## config.mk

```make
export PLATFORM = sky130hd
export DESIGN_NAME = ctu_top
export DESIGN_NICKNAME = d
export VERILOG_FILES = /design/src/include/ctu_pkg.sv /design/src/hw/ctu_edge_chan.sv /design/src/hw/ctu_top.sv
export SDC_FILE = /design/constraint.sdc
export NUM_CORES = 1
export LEC_CHECK = 0
export ABC_CLOCK_PERIOD_IN_PS = 1740
export BUFFER_PORTS_ARGS = -buffer_cell sky130_fd_sc_hd__clkbuf_2
export CORE_MARGIN = 2
export CORE_UTILIZATION = 33
export DETAILED_ROUTE_END_ITERATION = 8
export PLACE_DENSITY = 0.57
export SLEW_MARGIN = 30
export SYNTH_ARGS = -nofsm -noshare
export SYNTH_HDL_FRONTEND = slang
export SYNTH_HIERARCHICAL = 1
export SYNTH_SLANG_ARGS = --single-unit
```

## constraint.sdc

```tcl
create_clock -name sys_clk_i -period 1.74 [get_ports sys_clk_i]
set_input_delay 0.348 -clock sys_clk_i [delete_from_list [all_inputs] [get_ports sys_clk_i]]
set_output_delay 0.348 -clock sys_clk_i [all_outputs]
set_load 0.05 [all_outputs]
```

## src/include/ctu_pkg.sv

```systemverilog
// charge/time unit package: register map, field layouts, reset values and types
package ctu_pkg;

   ////////////////////////////////////////////////////////////////////////////
   // register indices on the bus, taken from the address bits from CTU_ADDR_LSB upward
   localparam logic [2:0] CTU_IDX_ICON  = 3'h0;
   localparam logic [2:0] CTU_IDX_LOW   = 3'h1;
   localparam logic [2:0] CTU_IDX_HIGH  = 3'h2;
   localparam logic [2:0] CTU_IDX_FLAG  = 3'h3;
   localparam logic [2:0] CTU_IDX_IRQEN = 3'h4;
   localparam int         CTU_ADDR_LSB  = 2;
   localparam int         CTU_ADDR_MIN  = 5;

   ////////////////////////////////////////////////////////////////////////////
   // reset values and field positions
   localparam logic [7:0] CTU_ICON_RST  = 8'h00;
   localparam logic [7:0] CTU_LOW_RST   = 8'h00;
   localparam logic [7:0] CTU_HIGH_RST  = 8'h00;
   localparam int         CTU_FLAG_BIT  = 2;
   localparam int         CTU_IRQEN_BIT = 2;
   localparam int         CTU_ST1_BIT   = 0;
   localparam int         CTU_ST2_BIT   = 1;
   localparam int         CTU_NCHAN     = 2;

   // edge source select codes
   localparam logic [1:0] CTU_SRC_PIN1  = 2'h0;
   localparam logic [1:0] CTU_SRC_PIN2  = 2'h1;
   localparam logic [1:0] CTU_SRC_TIMER = 2'h2;
   localparam logic [1:0] CTU_SRC_OCMP  = 2'h3;
   // polarity: 0 active low level, 1 active high level
   localparam logic       CTU_POL_NEG   = 1'b0;

   ////////////////////////////////////////////////////////////////////////////
   // register layouts, msb first
   typedef struct packed {
      logic [5:0] current_trim;
      logic [1:0] current_range_sel;
   } ctu_icon_t;

   typedef struct packed {
      logic       edge2_polarity;
      logic [1:0] edge2_source_sel;
      logic       edge1_polarity;
      logic [1:0] edge1_source_sel;
      logic       edge2_status;
      logic       edge1_status;
   } ctu_low_t;

   typedef struct packed {
      logic       unit_enable;
      logic [1:0] rsvd_hi;
      logic       delay_mode_select;
      logic       edge_input_enable;
      logic       edge_order_enable;
      logic       discharge_enable;
      logic       rsvd_lo;
   } ctu_high_t;

   // edge sources offered to both channels
   typedef struct packed {
      logic [1:0] pin;
      logic       timer;
      logic       ocmp;
   } ctu_src_t;

   // controls handed to the analog side
   typedef struct packed {
      logic       cur_en;
      logic [1:0] range;
      logic [5:0] trim;
      logic       discharge;
      logic       adc_route;
      logic       cmp2_route;
   } ctu_ana_t;

   typedef enum logic [1:0] {
      CTU_BUS_IDLE = 2'b01,
      CTU_BUS_ACK  = 2'b10
   } ctu_bus_st_t;

endpackage

```

## src/hw/ctu_edge_chan.sv

```systemverilog
// charge/time unit: one edge channel, source select and level polarity
`timescale 1ns/100ps
module ctu_edge_chan (
   input  wire ctu_pkg::ctu_src_t src_i,
   input  wire logic [1:0]        sel_i,
   input  wire logic              pol_i,
   output logic                   hit_o
);
   import ctu_pkg::*;

   logic lvl;

   ////////////////////////////////////////////////////////////////////////////
   // source mux: two pins, timer, output compare
   always_comb
   begin
      case (sel_i)
         CTU_SRC_PIN1:  lvl = src_i.pin[0];
         CTU_SRC_PIN2:  lvl = src_i.pin[1];
         CTU_SRC_TIMER: lvl = src_i.timer;
         CTU_SRC_OCMP:  lvl = src_i.ocmp;
         default:       lvl = 1'b0;
      endcase
   end

   // level, not transition: a matching level counts every cycle
   always_comb
   begin
      if (pol_i == CTU_POL_NEG)
      begin
         hit_o = ~lvl;
      end
      else
      begin
         hit_o = lvl;
      end
   end

endmodule

```

## src/hw/ctu_top.sv

```systemverilog
// charge/time unit: registers, edge status, current gating and completion flag
`timescale 1ns/100ps
module ctu_top #(
   parameter int ADDR_W = 5
) (
   input  wire logic              sys_clk_i,
   input  wire logic              srst_i,
   input  wire logic [ADDR_W-1:0] avs_address_i,
   input  wire logic              avs_read_i,
   input  wire logic              avs_write_i,
   input  wire logic [31:0]       avs_writedata_i,
   input  wire logic [3:0]        avs_byteenable_i,
   output logic [31:0]            avs_readdata_o,
   output logic                   avs_waitrequest_o,
   input  wire ctu_pkg::ctu_src_t src_i,
   output ctu_pkg::ctu_ana_t      ana_o,
   output logic                   irq_o
);
   import ctu_pkg::*;

   if (ADDR_W < CTU_ADDR_MIN)
   begin : g_chk
      $error("ADDR_W too small for the register map");
   end

   ////////////////////////////////////////////////////////////////////////////
   // declarations
   ctu_bus_st_t bus_st_r;
   ctu_bus_st_t bus_st_nxt;
   logic [31:0] rdata_r;
   logic [31:0] rdata_nxt;
   ctu_icon_t   icon_r;
   ctu_icon_t   icon_nxt;
   ctu_low_t    low_r;
   ctu_low_t    low_nxt;
   ctu_high_t   high_r;
   ctu_high_t   high_nxt;
   logic        flag_r;
   logic        flag_nxt;
   logic        irq_en_r;
   logic        irq_en_nxt;
   logic        cur_q_r;
   logic        cur_q_nxt;
   ctu_ana_t    ana_r;
   ctu_ana_t    ana_nxt;
   logic        irq_r;
   logic        irq_nxt;

   logic        req;
   logic        acc;
   logic        wr_acc;
   logic [2:0]  idx;
   logic [7:0]  wd;
   logic [7:0]  rd_mux;
   logic        wr_icon;
   logic        wr_low;
   logic        wr_high;
   logic        wr_flag;
   logic        wr_irqen;
   logic        cur_on;
   logic        arm;
   logic [CTU_NCHAN-1:0] hit;

   ////////////////////////////////////////////////////////////////////////////
   // bus slave: every access takes one wait cycle, then completes
   assign req               = avs_read_i | avs_write_i;
   assign avs_waitrequest_o = req & (bus_st_r == CTU_BUS_IDLE);
   assign acc               = req & (bus_st_r == CTU_BUS_ACK);
   assign wr_acc            = acc & avs_write_i & avs_byteenable_i[0];
   assign idx               = avs_address_i[CTU_ADDR_LSB +: 3];
   assign wd                = avs_writedata_i[7:0];
   assign wr_icon           = wr_acc & (idx == CTU_IDX_ICON);
   assign wr_low            = wr_acc & (idx == CTU_IDX_LOW);
   assign wr_high           = wr_acc & (idx == CTU_IDX_HIGH);
   assign wr_flag           = wr_acc & (idx == CTU_IDX_FLAG);
   assign wr_irqen          = wr_acc & (idx == CTU_IDX_IRQEN);
   assign avs_readdata_o    = rdata_r;

   // unmapped offsets read zero and ignore writes
   always_comb
   begin
      rd_mux = 8'h00;
      case (idx)
         CTU_IDX_ICON:  rd_mux = icon_r;
         CTU_IDX_LOW:   rd_mux = low_r;
         CTU_IDX_HIGH:  rd_mux = high_r;
         CTU_IDX_FLAG:  rd_mux[CTU_FLAG_BIT] = flag_r;
         CTU_IDX_IRQEN: rd_mux[CTU_IRQEN_BIT] = irq_en_r;
         default:       rd_mux = 8'h00;
      endcase
   end

   always_comb
   begin
      bus_st_nxt = bus_st_r;
      rdata_nxt  = rdata_r;
      case (bus_st_r)
         CTU_BUS_IDLE:
         begin
            if (req)
            begin
               bus_st_nxt = CTU_BUS_ACK;
            end
            // load in the wait cycle so data stand at the completing edge
            if (avs_read_i)
            begin
               rdata_nxt = {24'h000000, rd_mux};
            end
         end
         CTU_BUS_ACK:   bus_st_nxt = CTU_BUS_IDLE;
         default:       bus_st_nxt = CTU_BUS_IDLE;
      endcase
   end

   always_ff @(posedge sys_clk_i)
   begin
      if (srst_i)
      begin
         bus_st_r <= CTU_BUS_IDLE;
         rdata_r  <= 32'h00000000;
      end
      else
      begin
         bus_st_r <= bus_st_nxt;
         rdata_r  <= rdata_nxt;
      end
   end

   ////////////////////////////////////////////////////////////////////////////
   // edge channels
   for (genvar c = 0; c < CTU_NCHAN; c++)
   begin : g_chan
      ctu_edge_chan u_chan (
         .src_i (src_i),
         .sel_i (c == 0 ? low_r.edge1_source_sel : low_r.edge2_source_sel),
         .pol_i (c == 0 ? low_r.edge1_polarity : low_r.edge2_polarity),
         .hit_o (hit[c])
      );
   end

   ////////////////////////////////////////////////////////////////////////////
   // configuration and edge status
   assign arm = high_r.unit_enable & high_r.edge_input_enable;

   always_comb
   begin
      icon_nxt   = icon_r;
      high_nxt   = high_r;
      low_nxt    = low_r;
      irq_en_nxt = irq_en_r;
      if (wr_icon)
      begin
         icon_nxt = wd;
      end
      if (wr_high)
      begin
         high_nxt         = wd;
         high_nxt.rsvd_hi = 2'h0;
         high_nxt.rsvd_lo = 1'b0;
      end
      if (wr_irqen)
      begin
         irq_en_nxt = wd[CTU_IRQEN_BIT];
      end
      if (wr_low)
      begin
         low_nxt = wd;
      end
      // a hardware set wins over a software clear in the same cycle
      if (arm && hit[0])
      begin
         low_nxt.edge1_status = 1'b1;
      end
      if (arm && hit[1] && (!high_r.edge_order_enable || low_r.edge1_status))
      begin
         low_nxt.edge2_status = 1'b1;
      end
   end

   always_ff @(posedge sys_clk_i)
   begin
      if (srst_i)
      begin
         icon_r   <= CTU_ICON_RST;
         low_r    <= CTU_LOW_RST;
         high_r   <= CTU_HIGH_RST;
         irq_en_r <= 1'b0;
      end
      else
      begin
         icon_r   <= icon_nxt;
         low_r    <= low_nxt;
         high_r   <= high_nxt;
         irq_en_r <= irq_en_nxt;
      end
   end

   ////////////////////////////////////////////////////////////////////////////
   // current gating and completion flag
   assign cur_on = high_r.unit_enable & (low_r.edge1_status ^ low_r.edge2_status);

   always_comb
   begin
      cur_q_nxt = cur_on;
      flag_nxt  = flag_r;
      // write one clears; a completion in the same cycle still wins
      if (wr_flag && wd[CTU_FLAG_BIT])
      begin
         flag_nxt = 1'b0;
      end
      if (cur_q_r && !cur_on)
      begin
         flag_nxt = 1'b1;
      end
   end

   always_ff @(posedge sys_clk_i)
   begin
      if (srst_i)
      begin
         cur_q_r <= 1'b0;
         flag_r  <= 1'b0;
      end
      else
      begin
         cur_q_r <= cur_q_nxt;
         flag_r  <= flag_nxt;
      end
   end

   ////////////////////////////////////////////////////////////////////////////
   // registered outputs to the analog side and the interrupt line
   always_comb
   begin
      ana_nxt            = '0;
      ana_nxt.cur_en     = cur_on;
      ana_nxt.range      = icon_r.current_range_sel;
      // passed as two's complement; the analog trim decodes the sign
      ana_nxt.trim       = icon_r.current_trim;
      ana_nxt.discharge  = high_r.unit_enable & high_r.discharge_enable;
      ana_nxt.adc_route  = high_r.unit_enable & ~high_r.delay_mode_select;
      ana_nxt.cmp2_route = high_r.unit_enable & high_r.delay_mode_select;
      irq_nxt            = flag_r & irq_en_r;
   end

   always_ff @(posedge sys_clk_i)
   begin
      if (srst_i)
      begin
         ana_r <= '0;
         irq_r <= 1'b0;
      end
      else
      begin
         ana_r <= ana_nxt;
         irq_r <= irq_nxt;
      end
   end

   assign ana_o = ana_r;
   assign irq_o = irq_r;
endmodule

```

==> metrics.md, run 1 <==
| Metric | Value |
|---|---|
| Post-route design area | `2511 µm²` |
| Worst path required time | `1.39 ns` |
| Sw Ratio | `0.2652` |
| Register area | `920.9 µm²` |
| Number of DRC markers in iteration 0 | `83` |
| WHS Endpoint | `low_r[5]` |
| Hold path cells | `3` |
| Crit end category | `output pin` |
| Worst Skew | `0.006664 ns` |
| Seq pwr share | `0.460` |
| Cell count after synthesis | `236` |
| Most frequent cell after synthesis | `dfxtp_1` |
| Worst min path class | `in2reg` |
| Clk root buf | `clkbuf_8` |
| Internal power | `0.001702 W` |
| Final hold viol count | `0` |
| Synth warn | `6` |
| Main flop type after synthesis | `dfxtp_1` |
| Num Clock Sinks | `46` |
| Post-DP Area | `2374 µm²` |
| Number of fill cells in the layout | `678` |
| GPL Wtd Cong | `0.7815` |
| Global-route wire length before repair | `8.010 mm` |
| Worst R2R End | `low_r[1]` |
| Die height | `85.71 µm` |
| Layout cells sized above 1 | `0.2464` |
| Worst R2R Start | `low_r[5]` |
| Register area share after synthesis | `0.4179` |
| DRC Markers | `0` |
| Final period utilization | `0.9314` |
| CTS tree | `done` |
| Synth area leaders | `dfxtp_1, buf_4, mux2i_1` |
| DR WL/cell | `13.66 µm` |
| Antenna diodes | `0` |
| Reg2Reg Depth | `4` |
| Yosys top cell by area | `dfxtp_1` |
| CTS H-tree lvls | `2` |
| Mean post-synth cell area | `9.336 µm²` |
| Area growth syn-to-layout | `13.97%` |
| Number of synthesized register bits | `46` |
| Setup Fix Bufs, Post-CTS | `0` |
| GRT Total Usage | `0.1372` |
| Design Power | `0.002316 W` |
| Slew Limit Fails | `0` |
| Routed Wire Length | `4.821 mm` |
| Worst skew pair latency | `0.31 ns` |
| Area of the multi-input gates | `1050 µm²` |
| DP HPWL | `3.610 mm` |
| Post-Route Setup TNS | `0 ns` |
| Via count | `1,719` |
| Async S/R FF share, synth | `0` |
| R2R Setup Slk | `0.30 ns` |
| Post-synth cell types | `39` |
| Setup CP Type | `reg2out` |
| Synth cell count leaders | `dfxtp_1, buf_4, a21oi_1` |
| Final count of negative-setup-slack endpoints | `0` |
| Post-synth EDFFs | `0` |
| DIE WIDTH | `85.71 µm` |
| Detail Route Antenna Nets | `0` |
| Worst-path clk slew | `0.09 ns` |
| Cell Area, Synth | `2203 µm²` |
| Area fraction of the dominant cell type after synthesis | `0.4179` |
| Switching power total | `0.0006143 W` |
| Clk network pwr share | `0.415` |
| Pin count of the biggest net entering global routing | `19` |
| Static Leak | `0.9915 nW` |
| Vias in the first global route | `1,599` |
| Gr ovfl total | `0` |
| Minimum clock period | `1.621 ns` |
| Resize count post-CTS | `0` |
| Fin nets | `324` |
| Rows | `29` |
| Worst setup SP type | `flip-flop` |
| Max-cap violations | `0` |
| Initial Util | `0.3450` |
| Initial antenna violation count | `0` |
| Worst Path Max Fanout | `4` |
| Hold_sp | `avs_writedata_i[5]` |
| Post-cts hold buffer count | `0` |
| DRT Pass-1 Iters | `4` |
| CP arrival | `1.27 ns` |
| Via density | `4.870` |
| Worst vdd ir | `404.3 µV` |
| # IOs | `95` |
| Die area | `7346 µm²` |
| RSZ-0062 raised after global routing | `no` |
| Comb pwr share | `0.124` |
| F_max | `617.0 MHz` |
| Pwr/cell area | `922.3 nW/µm²` |
| CTS Buf Count | `5` |
| I/O Buffers | `41` |
| Clock buffer depth | `2` |
| Result of the run | `finished clean` |
| Core ar. | `6386 µm²` |
-- sequential cells by signal, summed over array words and instances, names as in the netlist --
signal,count
low_r,8
ana_nxt,8
bus_st_r,2
irq_en_r,1
high_r,5
irq_o,1
avs_readdata_o,8
flag_r,1
ana_o,12
-- layer usage --
metal,up-vias,track usage,part of all wire
met5,-,0,0
met4,0,0.03896,0.014
met3,5,0.03850,0.066
met2,57,0.2259,0.46
met1,802,0.1759,0.46
li1,855,-,-
-- worst max path at each step --
stage,start,end,slack (ns)
floorplan,bus_st_r[0],avs_waitrequest_o,0.30
global placement,avs_address_i[3],ana_nxt[7],0.21
detailed placement,avs_address_i[3],ana_nxt[7],0.21
CTS,bus_st_r[0],avs_waitrequest_o,0.11
global route,bus_st_r[0],avs_waitrequest_o,0.03
finish,bus_st_r[0],avs_waitrequest_o,0.12
-- critical path: stages (launching register included) --
cell and delay [ns]:
dfxtp_1 0.40, nor3b_2 0.25, clkbuf_2 0.32
-- layout make-up --
cell class / instances / share of cell area
Tap cell: 77 / 0.03837
Clock buffer: 5 / 0.02740
Inverter: 7 / 0.01046
Multi-Input combinational cell: 164 / 0.4180
Sequential cell: 46 / 0.3667
Clock inverter: 3 / 0.02740
Timing Repair Buffer: 51 / 0.1116
-- power by group through the flow --
stage               registers, W  logic, W  clock network (W)
floorplan                0.00110  0.000266                  0
global placement         0.00109  0.000287                  0
detailed placement       0.00109  0.000288                  0
CTS                      0.00107  0.000288           0.000975
global route             0.00107  0.000307            0.00103
finish                   0.00107  0.000288           0.000962
-- stage by stage --
stage               setup WS [ns]  hold WS, ns  cells    util
CTS                        0.1125       0.2797    353  0.3932
finish                     0.1194       0.2849    353  0.3932
global placement           0.2112       0.4341    345  0.3717
global route              0.02774       0.3068    353  0.3932
detailed placement         0.2082       0.4372    345  0.3717
floorplan                  0.2994       0.4157    259       -
-- cells by family after synthesis --
family	synth area share
multiplexers	0.08518
buffers and inverters	0.1471
XOR/XNOR	0.01193
flip-flops	0.4179
other	0.001702
AO/OA/AOI/OAI	0.1386
AND/OR/NAND/NOR	0.1976
-- cells in the final DEF, fill, tap and decap left out, types with 4 or more instances in the layout --
| cell type | count |
|---|---|
| a2bb2oi_1 | 4 |
| nand3b_1 | 4 |
| nor2b_1 | 12 |
| inv_1 | 7 |
| a21oi_1 | 19 |
| dfxtp_1 | 46 |
| nor2_1 | 6 |
| nand2b_1 | 11 |
| o21ai_1 | 4 |
| clkbuf_2 | 41 |
| clkbuf_8 | 5 |
| mux2i_1 | 12 |
| nand3_1 | 17 |
| buf_4 | 10 |
| nand2_1 | 4 |
| conb_1 | 24 |
| o21ai_0 | 18 |
(Power assumes the default switching activity.)
==> run 2, diff against run 1 <==
--- a/config.mk
+++ b/config.mk
@@ -7,10 +7,13 @@
 export LEC_CHECK = 0
 export ABC_CLOCK_PERIOD_IN_PS = 1740
 export BUFFER_PORTS_ARGS = -buffer_cell sky130_fd_sc_hd__clkbuf_2
+export CELL_PAD_IN_SITES_DETAIL_PLACEMENT = 1
+export CELL_PAD_IN_SITES_GLOBAL_PLACEMENT = 2
 export CORE_MARGIN = 2
-export CORE_UTILIZATION = 33
+export CORE_UTILIZATION = 27
 export DETAILED_ROUTE_END_ITERATION = 8
-export PLACE_DENSITY = 0.57
+export PLACE_DENSITY = 0.78
+export REMOVE_ABC_BUFFERS = 1
 export SLEW_MARGIN = 30
 export SYNTH_ARGS = -nofsm -noshare
 export SYNTH_HDL_FRONTEND = slang
==> run 2 against run 1 <==
Final cell count is 7.1% higher. Power shrank 13%. Hold slack improved by 0.014 ns. Largest power group unchanged. Sequential cell count stayed put. Highest routed layer unchanged. Clock skew fell by 0.0033 ns. Combinational power is 3% higher. Fmax is 1.4% higher. Non-clock buffer count is 2 higher. Count of clock-buffer cells in the layout is 1 higher. Final area is 0.35% lower. Sequential share of layout area grew 0.13 points. Core utilization shrank 7.3 points.
==> metrics.md, run 2 (synthesis gave the netlist of run 1 again) <==
| Metric | Value |
|---|---|
| Result of the run | `finished clean` |
| Worst setup SP type | `flip-flop` |
| Resize count post-CTS | `0` |
| # IOs | `95` |
| Rows | `32` |
| Max-cap violations | `0` |
| Routed Wire Length | `5.390 mm` |
| Slowest-stage cell, CP | `dfxtp_1` |
| Minimum clock period | `1.598 ns` |
| CP arrival | `1.25 ns` |
| Final hold viol count | `0` |
| Worst min path class | `in2reg` |
| CTS tree | `done` |
| Global-route wire length before repair | `8.811 mm` |
| Pin count of the biggest net entering global routing | `25` |
| Setup Fix Bufs, Post-CTS | `0` |
| Worst Path Max Fanout | `4` |
| GRT Total Usage | `0.1273` |
| DR WL/cell | `14.26 µm` |
| Number of fill cells in the layout | `934` |
| CP bufs+invs | `1` |
| Setup CP Type | `reg2out` |
| Commonest cells after routing, fill and taps aside | `dfxtp_1, clkbuf_2, conb_1, a21oi_1, o21ai_0` |
| Clock buffer depth | `2` |
| Area growth syn-to-layout | `13.57%` |
| Final period utilization | `0.9181` |
| Clk root buf | `clkbuf_8` |
| Die area | `8899 µm²` |
| Antenna diodes | `0` |
| Post-route setup slack | `0.1425 ns` |
| Post-route design area | `2502 µm²` |
| Top delay family on crit path | `flip-flops` |
| Final count of negative-setup-slack endpoints | `0` |
| Layout cells sized above 1 | `0.2464` |
| RSZ-0062 raised after global routing | `no` |
| Detail Route Antenna Nets | `0` |
| DRT Pass-1 Iters | `4` |
| Worst skew pair latency | `0.29 ns` |
| Gr ovfl total | `0` |
| Slew Limit Fails | `0` |
| Worst Skew | `0.003358 ns` |
| Via density | `4.622` |
| Vias in the first global route | `1,735` |
| Worst vdd ir | `295.4 µV` |
| Static Leak | `0.9759 nW` |
| CTS Buf Count | `5` |
| Post-DP Area | `2415 µm²` |
| Area of the multi-input gates | `1050 µm²` |
| Pwr/cell area | `803.3 nW/µm²` |
| Setup slack at placement | `0.1886 ns` |
| I/O Buffers | `41` |
| Register area | `920.9 µm²` |
| DP HPWL | `4.089 mm` |
| Number of DRC markers in iteration 0 | `72` |
| Worst path required time | `1.39 ns` |
| F_max | `626.0 MHz` |
| Most common cell after layout, fill and taps aside | `dfxtp_1` |
| Design Power | `0.002010 W` |
| Max reg flops | `12` |
| Initial Util | `0.2822` |
| Post-Route Setup TNS | `0 ns` |
| DRC Markers | `0` |
| Util after Layout | `0.3205` |
| CTS H-tree lvls | `2` |
| Crit end category | `output pin` |
| GPL Wtd Cong | `0.7700` |
| Fin nets | `326` |
| Crit path largest cell delay | `0.40 ns` |
| Post-cts hold buffer count | `0` |
| Die height | `94.34 µm` |
| Via count | `1,747` |
| Initial antenna violation count | `0` |
| Crit-path cells | `nor3b_2 > clkbuf_2` |
| Num Clock Sinks | `46` |
| DIE WIDTH | `94.34 µm` |
| Core ar. | `7807 µm²` |
| Worst-path clk slew | `0.08 ns` |
-- run 2: final cells by class --
| class | instances | area share |
|---|---|---|
| Inverter | 7 | 0.01050 |
| Tap cell | 102 | 0.05100 |
| Clock buffer | 6 | 0.03300 |
| Timing Repair Buffer | 53 | 0.1180 |
| Multi-Input combinational cell | 164 | 0.4195 |
| Sequential cell | 46 | 0.3680 |
-- run 2: metal layers --
metal	track usage	part of all wire	vias to the layer above
met5	0	0	-
met2	0.2131	0.48	42
met1	0.1652	0.46	843
met3	0.03033	0.051	5
met4	0.03261	0.0093	0
li1	-	-	857
-- run 2: metrics by stage --
step	instances	hold WS, ns
2_1_floorplan	217	0.4157
3_3_place_gp	372	0.4388
3_5_place_dp	372	0.4466
4_1_cts	378	0.2930
5_1_grt	378	0.3086
6_report	378	0.2990
-- run 2: worst reg2reg max path, stage by stage, from the launching register on --
cell	delay, ns
dfxtp_1	0.38
mux4_2	0.52
xnor2_1	0.18
o2111ai_1	0.13
a31oi_1	0.17
-- run 2: worst paths after layout --
check / startpoint / cells after the start / endpoint / slack, ns
hold / removal: avs_writedata_i[6] / 3 / ana_nxt[7] / 0.30
setup reg to reg: low_r[5] / 4 / low_r[1] / 0.29
setup / recovery: bus_st_r[0] / 2 / avs_waitrequest_o / 0.14
hold reg to reg: flag_r / 2 / irq_o / 0.46
-- run 2: power breakdown --
part           internal, W  leakage (nW)  total, W  switching (W)
clock             0.000307        0.0431  0.000649       0.000342
combinational    0.0000698         0.562  0.000296       0.000226
sequential         0.00106         0.371   0.00107     0.00000655
